--- src/shared/slot_regs_pkg.sv ---
package slot_regs_pkg;

  // ----------------------------------------------------------------
  // Register map
  // ----------------------------------------------------------------
  localparam int          NUM_SLOTS       = 4;
  localparam logic [7:0]  SLOT1_OFFSET    = 8'h24;
  localparam logic [7:0]  SLOT2_OFFSET    = 8'h28;
  localparam logic [7:0]  SLOT3_OFFSET    = 8'h2c;
  localparam logic [7:0]  SLOT4_OFFSET    = 8'h30;
  localparam logic [7:0]  SUMMARY_OFFSET  = 8'h34;
  localparam logic [31:0] SLOT_RESET      = 32'h7f003f3f;
  localparam logic [31:0] UNMAPPED_DATA   = 32'h00000000;

  // ----------------------------------------------------------------
  // Field positions
  // ----------------------------------------------------------------
  localparam int BIT_CONN_FAULT_SYSERR_MASK  = 30;
  localparam int BIT_LATCH_CHANGE_SYSERR_MASK = 29;
  localparam int BIT_IRQ_MASK_LO             = 24;
  localparam int BIT_IRQ_MASK_HI             = 28;
  localparam int BIT_EVENT_LO                = 16;
  localparam int BIT_EVENT_HI                = 20;
  localparam int BIT_CONN_FAULT_EVENT        = 20;
  localparam int BIT_LATCH_CHANGE_EVENT      = 19;
  localparam int BIT_BUTTON_PRESS_EVENT      = 18;
  localparam int BIT_ISO_FAULT_EVENT         = 17;
  localparam int BIT_PRESENCE_CHANGE_EVENT   = 16;
  localparam int BIT_SUMMARY_SYSERR_LO       = 8;

  localparam logic [1:0] SLOT_STATE_ENABLED  = 2'h2;

  // ----------------------------------------------------------------
  // Slot-side inputs
  // ----------------------------------------------------------------
  typedef struct packed {
    logic [1:0] card_bus_capability;
    logic [1:0] card_presence_code;
    logic       card_fast_conventional;
    logic       retention_latch_open;
    logic       attention_button_level;
    logic       power_fault_latch;
    logic [1:0] attention_led_state;
    logic [1:0] power_led_state;
    logic [1:0] slot_state;
  } slot_in_t;

  // Event bits, index order matches bits 20..16
  typedef struct packed {
    logic conn_fault;
    logic latch_change;
    logic button_press;
    logic iso_fault;
    logic presence_change;
  } event_t;

endpackage

--- src/rtl/hot_plug_slot_status_regs.sv ---
`timescale 1ns/10ps
module hot_plug_slot_status_regs (
  input  wire logic                        i_clk,
  input  wire logic                        i_rst_b,
  input  wire logic [7:0]                  i_avs_address,
  input  wire logic                        i_avs_read,
  input  wire logic                        i_avs_write,
  input  wire logic [31:0]                 i_avs_writedata,
  input  wire logic [3:0]                  i_avs_byteenable,
  output logic      [31:0]                 o_avs_readdata,
  output logic                             o_avs_waitrequest,
  input  wire slot_regs_pkg::slot_in_t     i_slot [slot_regs_pkg::NUM_SLOTS],
  output logic      [3:0]                  o_slot_irq_pending,
  output logic      [3:0]                  o_slot_syserr_pending
);

  // ----------------------------------------------------------------
  // Storage
  // ----------------------------------------------------------------
  logic [6:0]                  mask_r      [slot_regs_pkg::NUM_SLOTS];
  slot_regs_pkg::event_t       event_r     [slot_regs_pkg::NUM_SLOTS];
  slot_regs_pkg::slot_in_t     prev_r      [slot_regs_pkg::NUM_SLOTS];
  slot_regs_pkg::slot_in_t     cur_r       [slot_regs_pkg::NUM_SLOTS];
  logic                        primed_r;
  logic                        ack_r;
  logic                        waitreq_r;
  logic [31:0]                 readdata_r;
  logic [3:0]                  irq_r;
  logic [3:0]                  serr_r;

  function automatic logic [31:0] pack_slot(input logic [6:0] m,
                                            input slot_regs_pkg::event_t e,
                                            input slot_regs_pkg::slot_in_t s);
    pack_slot = {1'b0, m, 3'h0, e, 2'h0, s};
  endfunction

  function automatic logic [31:0] be_mask(input logic [3:0] be);
    be_mask = {{8{be[3]}}, {8{be[2]}}, {8{be[1]}}, {8{be[0]}}};
  endfunction

  function automatic logic rising(input logic now_v, input logic was_v);
    rising = now_v & ~was_v;
  endfunction

  // ----------------------------------------------------------------
  // Bus decode
  // ----------------------------------------------------------------
  wire        req       = (i_avs_read | i_avs_write) & ~ack_r;
  wire [31:0] wmask     = be_mask(i_avs_byteenable);
  wire [31:0] wbits     = i_avs_writedata & wmask;
  logic [3:0] sel;
  assign sel[0] = (i_avs_address == slot_regs_pkg::SLOT1_OFFSET);
  assign sel[1] = (i_avs_address == slot_regs_pkg::SLOT2_OFFSET);
  assign sel[2] = (i_avs_address == slot_regs_pkg::SLOT3_OFFSET);
  assign sel[3] = (i_avs_address == slot_regs_pkg::SLOT4_OFFSET);
  wire sel_sum  = (i_avs_address == slot_regs_pkg::SUMMARY_OFFSET);
  // Writes land on the answer edge, where the master sees waitrequest low
  wire do_write = ack_r & i_avs_write;

  // ----------------------------------------------------------------
  // Per-slot logic
  // ----------------------------------------------------------------
  logic [31:0]           slot_word [slot_regs_pkg::NUM_SLOTS];
  slot_regs_pkg::event_t hit       [slot_regs_pkg::NUM_SLOTS];
  slot_regs_pkg::event_t clr       [slot_regs_pkg::NUM_SLOTS];
  slot_regs_pkg::event_t ev_nxt    [slot_regs_pkg::NUM_SLOTS];
  logic [6:0]            mask_nxt  [slot_regs_pkg::NUM_SLOTS];
  logic [3:0]            irq_nxt;
  logic [3:0]            serr_nxt;

  genvar g;
  generate
    for (g = 0; g < slot_regs_pkg::NUM_SLOTS; g++) begin : gen_slot
      wire slot_regs_pkg::slot_in_t c = cur_r[g];
      wire slot_regs_pkg::slot_in_t p = prev_r[g];
      wire fault_rise = rising(c.power_fault_latch, p.power_fault_latch);
      wire enabled    = (c.slot_state == slot_regs_pkg::SLOT_STATE_ENABLED);
      assign hit[g].conn_fault      = primed_r & fault_rise & enabled;
      assign hit[g].iso_fault       = primed_r & fault_rise & ~enabled;
      assign hit[g].latch_change    = primed_r &
                                      (c.retention_latch_open ^ p.retention_latch_open);
      assign hit[g].button_press    = primed_r & rising(c.attention_button_level,
                                                        p.attention_button_level);
      assign hit[g].presence_change = primed_r &
                                      (c.card_presence_code != p.card_presence_code);
      assign clr[g] = (do_write & sel[g]) ?
                      wbits[slot_regs_pkg::BIT_EVENT_HI:slot_regs_pkg::BIT_EVENT_LO] : 5'h0;
      assign ev_nxt[g] = (event_r[g] & ~clr[g]) | hit[g];
      assign slot_word[g] = pack_slot(mask_r[g], event_r[g], c);
      assign mask_nxt[g] = (do_write & sel[g]) ?
                           ((mask_r[g] & ~wmask[30:24]) | wbits[30:24]) : mask_r[g];
      // Pendings follow the next event and mask, so they match the register view
      assign irq_nxt[g] = |(ev_nxt[g] & ~mask_nxt[g][4:0]);
      assign serr_nxt[g] = (ev_nxt[g].conn_fault & ~mask_nxt[g][6]) |
                           (ev_nxt[g].latch_change & ~mask_nxt[g][5]);
    end
  endgenerate

  // ----------------------------------------------------------------
  // Read mux
  // ----------------------------------------------------------------
  wire [31:0] rd_mux =
    sel[0]  ? slot_word[0] :
    sel[1]  ? slot_word[1] :
    sel[2]  ? slot_word[2] :
    sel[3]  ? slot_word[3] :
    sel_sum ? {20'h0, serr_r, 4'h0, irq_r} : slot_regs_pkg::UNMAPPED_DATA;

  // ----------------------------------------------------------------
  // Registers
  // ----------------------------------------------------------------
  always_ff @(posedge i_clk) begin
    if (!i_rst_b) begin
      primed_r   <= 1'b0;
      ack_r      <= 1'b0;
      waitreq_r  <= 1'b1;
      readdata_r <= 32'h0;
      irq_r      <= 4'h0;
      serr_r     <= 4'h0;
    end else begin
      primed_r   <= 1'b1;
      ack_r      <= req;
      waitreq_r  <= ~req;
      readdata_r <= (req & i_avs_read) ? rd_mux : readdata_r;
      irq_r      <= irq_nxt;
      serr_r     <= serr_nxt;
    end
  end

  // ----------------------------------------------------------------
  // Slot input samples
  // ----------------------------------------------------------------
  always_ff @(posedge i_clk) begin
    for (int i = 0; i < slot_regs_pkg::NUM_SLOTS; i++) begin
      cur_r[i]  <= i_slot[i];
      prev_r[i] <= cur_r[i];
    end
  end

  // ----------------------------------------------------------------
  // Event and mask bits
  // ----------------------------------------------------------------
  always_ff @(posedge i_clk) begin
    for (int i = 0; i < slot_regs_pkg::NUM_SLOTS; i++) begin
      if (!i_rst_b) begin
        event_r[i] <= 5'h0;
      end else begin
        event_r[i] <= ev_nxt[i];
      end
    end
  end

  always_ff @(posedge i_clk) begin
    for (int i = 0; i < slot_regs_pkg::NUM_SLOTS; i++) begin
      if (!i_rst_b) begin
        mask_r[i] <= slot_regs_pkg::SLOT_RESET[30:24];
      end else begin
        mask_r[i] <= mask_nxt[i];
      end
    end
  end

  // Wait one cycle per access; answer on the next edge
  assign o_avs_waitrequest     = waitreq_r;
  assign o_avs_readdata        = readdata_r;
  assign o_slot_irq_pending    = irq_r;
  assign o_slot_syserr_pending = serr_r;

  generate
    for (g = 0; g < slot_regs_pkg::NUM_SLOTS; g++) begin : gen_chk

    end
  endgenerate
endmodule

--- config.mk ---
export PLATFORM = sky130hd
export DESIGN_NAME = hot_plug_slot_status_regs
export DESIGN_NICKNAME = d
export VERILOG_FILES = /design/src/shared/slot_regs_pkg.sv /design/src/rtl/hot_plug_slot_status_regs.sv
export SDC_FILE = /design/constraint.sdc
export NUM_CORES = 1
export LEC_CHECK = 0
export BUFFER_PORTS_ARGS = -buffer_cell sky130_fd_sc_hd__buf_2
export CORE_MARGIN = 8
export CORE_UTILIZATION = 40
export CTS_CLUSTER_DIAMETER = 120
export DETAILED_ROUTE_END_ITERATION = 10
export GPL_TIMING_DRIVEN = 1
export HOLD_SLACK_MARGIN = 0.1
export PLACE_DENSITY = 0.74
export SLEW_MARGIN = 5
export SYNTH_ARGS = -nofsm -noshare
export SYNTH_HDL_FRONTEND = slang
export SYNTH_SLANG_ARGS = --single-unit
--- constraint.sdc ---
create_clock -name i_clk -period 2.2 [get_ports i_clk]
set_input_delay 0.11 -clock i_clk [delete_from_list [all_inputs] [get_ports i_clk]]
set_output_delay 0.11 -clock i_clk [all_outputs]
set_load 0.1 [all_outputs]
==> metrics.cfg <==
[layout]
antenna_cells=0
final_common_cell=dfxtp_1
syn_to_final_growth_pct=36.57
multi_input_area_um2=2322
regArea_um2=3223
post-route-util_pct=55.01
fillers=1231
layout_common_cells=161 x dfxtp_1, 116 x buf_2, 68 x nand2_1
drive_gt1_share_pct=24.48
nNetsFinal=863
final_cell_area_um2=7874

[synth]
synth_ff_type=dfxtp_1
synth_cell_types=46
ys_ff_latch=161
synth_warnings=0
async_reset_ff_share_pct=0
syn_area_um2=5766
postSynthCellCount=567
yosysSeqAreaShare_pct=55.90
synth_enable_flop_cells=0
avgSynthCellArea_um2=10.17

[clock_network]
tritoncts=built
clk_pin_slew_ps=60
clk_latency_ps=410
clockBufferDepth=2
cts.sinks=161
cts_buffers=17
htree_num_levels=4
cts_root_buffer=clkbuf_16

[routing]
wire_per_inst_um=19.17
vias=5244
first_pass_iters=5
route.met2.wl_um=9053
route.detailed.drc=0
top_layer_used=met4
avgViaCountPerCell=5.485
routed_wl_um=18320
met1_length_um=7225
drt_iter0_markers=389
wl_met3_um=1333
postRouteAntennaNets=0

[timing]
hold_viol=0
layout_min_cycle_time_ps=2057
tightest_slew_ps=1204
rsz0062_at_grt=false
finalSetupTns_ps=0
slew_viol_final=0
fmax_ghz=0.4861
slew_headroom_pct=19.39
setup_viol=0
fin_crit_sh_pct=93.50
skew_ps=5.470
holdWs_ps=117.6

[pwr]
peakVddDrop_mv=0.4766
finalPower_w=0.006539
power_density_nw_per_um2=830.4
intPower_w=0.004974
combinationalPowerShare_pct=9.1
switchingPower_w=0.001565
netSwitchingFraction_pct=23.93
p_leak_nw=3.408
p_seq_share_pct=47.0
clkPwrFrac_pct=43.9

[floorplanning]
fp.dieW_um=136.1
rows=44
die_h_um=136.1
num_io_pins=145
die-area_um2=18510
core_um2=14310
initial_utilization_pct=40.28

[critical_path]
cp-start-kind=flip-flop
cp.arrival_ps=2380
cp.required_ps=2520
worstSetupEndpointType=flip-flop
cp_max_fo=5
critPathKind=flip-flop to flip-flop

[flow_run]
max-cap-violations=0

[global_routing]
grt_overflow_total=0
grt_max_degree=42
grtUsageTotal_pct=19.93
first_global_vias=5411
grt_pass1_wl_um=28710
antenna_found_initial=0

[placement]
dp_hpwl_um=12880
portBuffers=116
gp_congestion=0.9033
placed_area_um2=6628

[status]
outcome=finished clean

[hold_path]
min-delay-path-class=primary input to flip-flop

[stage by stage]
step,std cells,setup slack (ps)
5_1_grt,956,34.05
6_report,956,142.9
3_3_place_gp,858,14.13
4_1_cts,956,169.4
3_5_place_dp,858,-11.03
2_1_floorplan,572,292.9
[registers in the layout, indices dropped and copies added, names as in the netlist]
signal and flops:
event_r 20, cur_r 56, o_avs_waitrequest 1, mask_r 28
primed_r 1, prev_r 20, o_slot_irq_pending 4, o_slot_syserr_pending 4
ack_r 1, o_avs_readdata 26
[worst paths after layout]
check / start / to / slack, ps / depth (start not counted)
setup / recovery: ack_r$_SDFF_PN0_ / o_slot_irq_pending[1]$_SDFF_PN0_ / 140 / 6
hold reg to reg: cur_r[0][7]$_DFF_P_ / prev_r[0][7]$_DFF_P_ / 380 / 0
hold / removal: i_avs_address[7] / event_r[0][3]$_SDFF_PN0_ / 120 / 3
setup reg to reg: ack_r$_SDFF_PN0_ / o_slot_irq_pending[1]$_SDFF_PN0_ / 140 / 6
[layer usage]
layer / vias to the layer above / GRT usage, %
met2: 259 / 33.75
li1: 2429 / -
met3: 53 / 5.211
met1: 2503 / 22.72
met5: - / 0
met4: 0 / 10.25
[final cells by class]
type	count	area share [%]
flip-flops and latches	161	40.93
multi-input cells	354	29.49
repair buffers	213	18.72
clock buffers	20	5.673
well taps	184	2.924
clock inverters	12	1.684
inverters	12	0.5721
[power groups by stage]
| stage | Sequential [W] | Combinational (W) | Clock [W] |
|---|---|---|---|
| floorplan | 0.00314 | 0.000278 | 0 |
| global placement | 0.00313 | 0.000482 | 0 |
| detailed placement | 0.00313 | 0.000492 | 0 |
| CTS | 0.00307 | 0.000586 | 0.00290 |
| global route | 0.00308 | 0.000636 | 0.00305 |
| finish | 0.00307 | 0.000598 | 0.00287 |
[worst max-delay path, cell delays in order, from the launching register on]
cell	delay, ps
dfxtp_1	350
nand3_1	270
or3_1	530
buf_4	210
mux2i_1	230
a22oi_1	110
a31oi_2	250
[cell usage after synthesis, types with 4 or more instances]
| master | n | share of area (%) |
|---|---|---|
| dfxtp_1 | 161 | 56 |
| nand2_1 | 68 | 4.4 |
| a22oi_1 | 60 | 7.8 |
| clkbuf_1 | 32 | 2.1 |
| mux2i_1 | 24 | 4.2 |
| o21ai_0 | 24 | 2.1 |
| nor2_1 | 20 | 1.3 |
| a21oi_1 | 17 | 1.5 |
| o41ai_1 | 14 | 2.1 |
| inv_1 | 12 | 0.78 |
| xor2_1 | 12 | 1.8 |
| nand2b_1 | 11 | 1.2 |
| nand3_1 | 10 | 0.87 |
| nor2b_1 | 9 | 0.98 |
| nand3b_1 | 8 | 1.0 |
| a221o_1 | 7 | 1.2 |
| nand4_1 | 7 | 0.76 |
| o2111ai_1 | 7 | 1.1 |
| o221ai_1 | 7 | 1.1 |
| buf_4 | 6 | 0.78 |
| a31oi_1 | 5 | 0.54 |
| and2_1 | 5 | 0.54 |
| o31ai_1 | 5 | 0.65 |
| o21ai_1 | 4 | 0.35 |
| or3_1 | 4 | 0.43 |
[logic make-up after synthesis]
group | share of synthesized area (%)
compound gates | 19.25
xor+xnor | 1.823
buf+inv | 4.427
flops | 55.90
mux | 4.427
other cells | 0.06504
simple gates | 14.11
[what timing repair did]
item	in CTS	in global routing
hold endpoints to repair	91	0
buffers inserted	0	0
gates resized for setup	0	1
hold buffers	66	0
endpoints found under the setup margin	0	1
No activity file was read; power rests on OpenSTA's default activity.
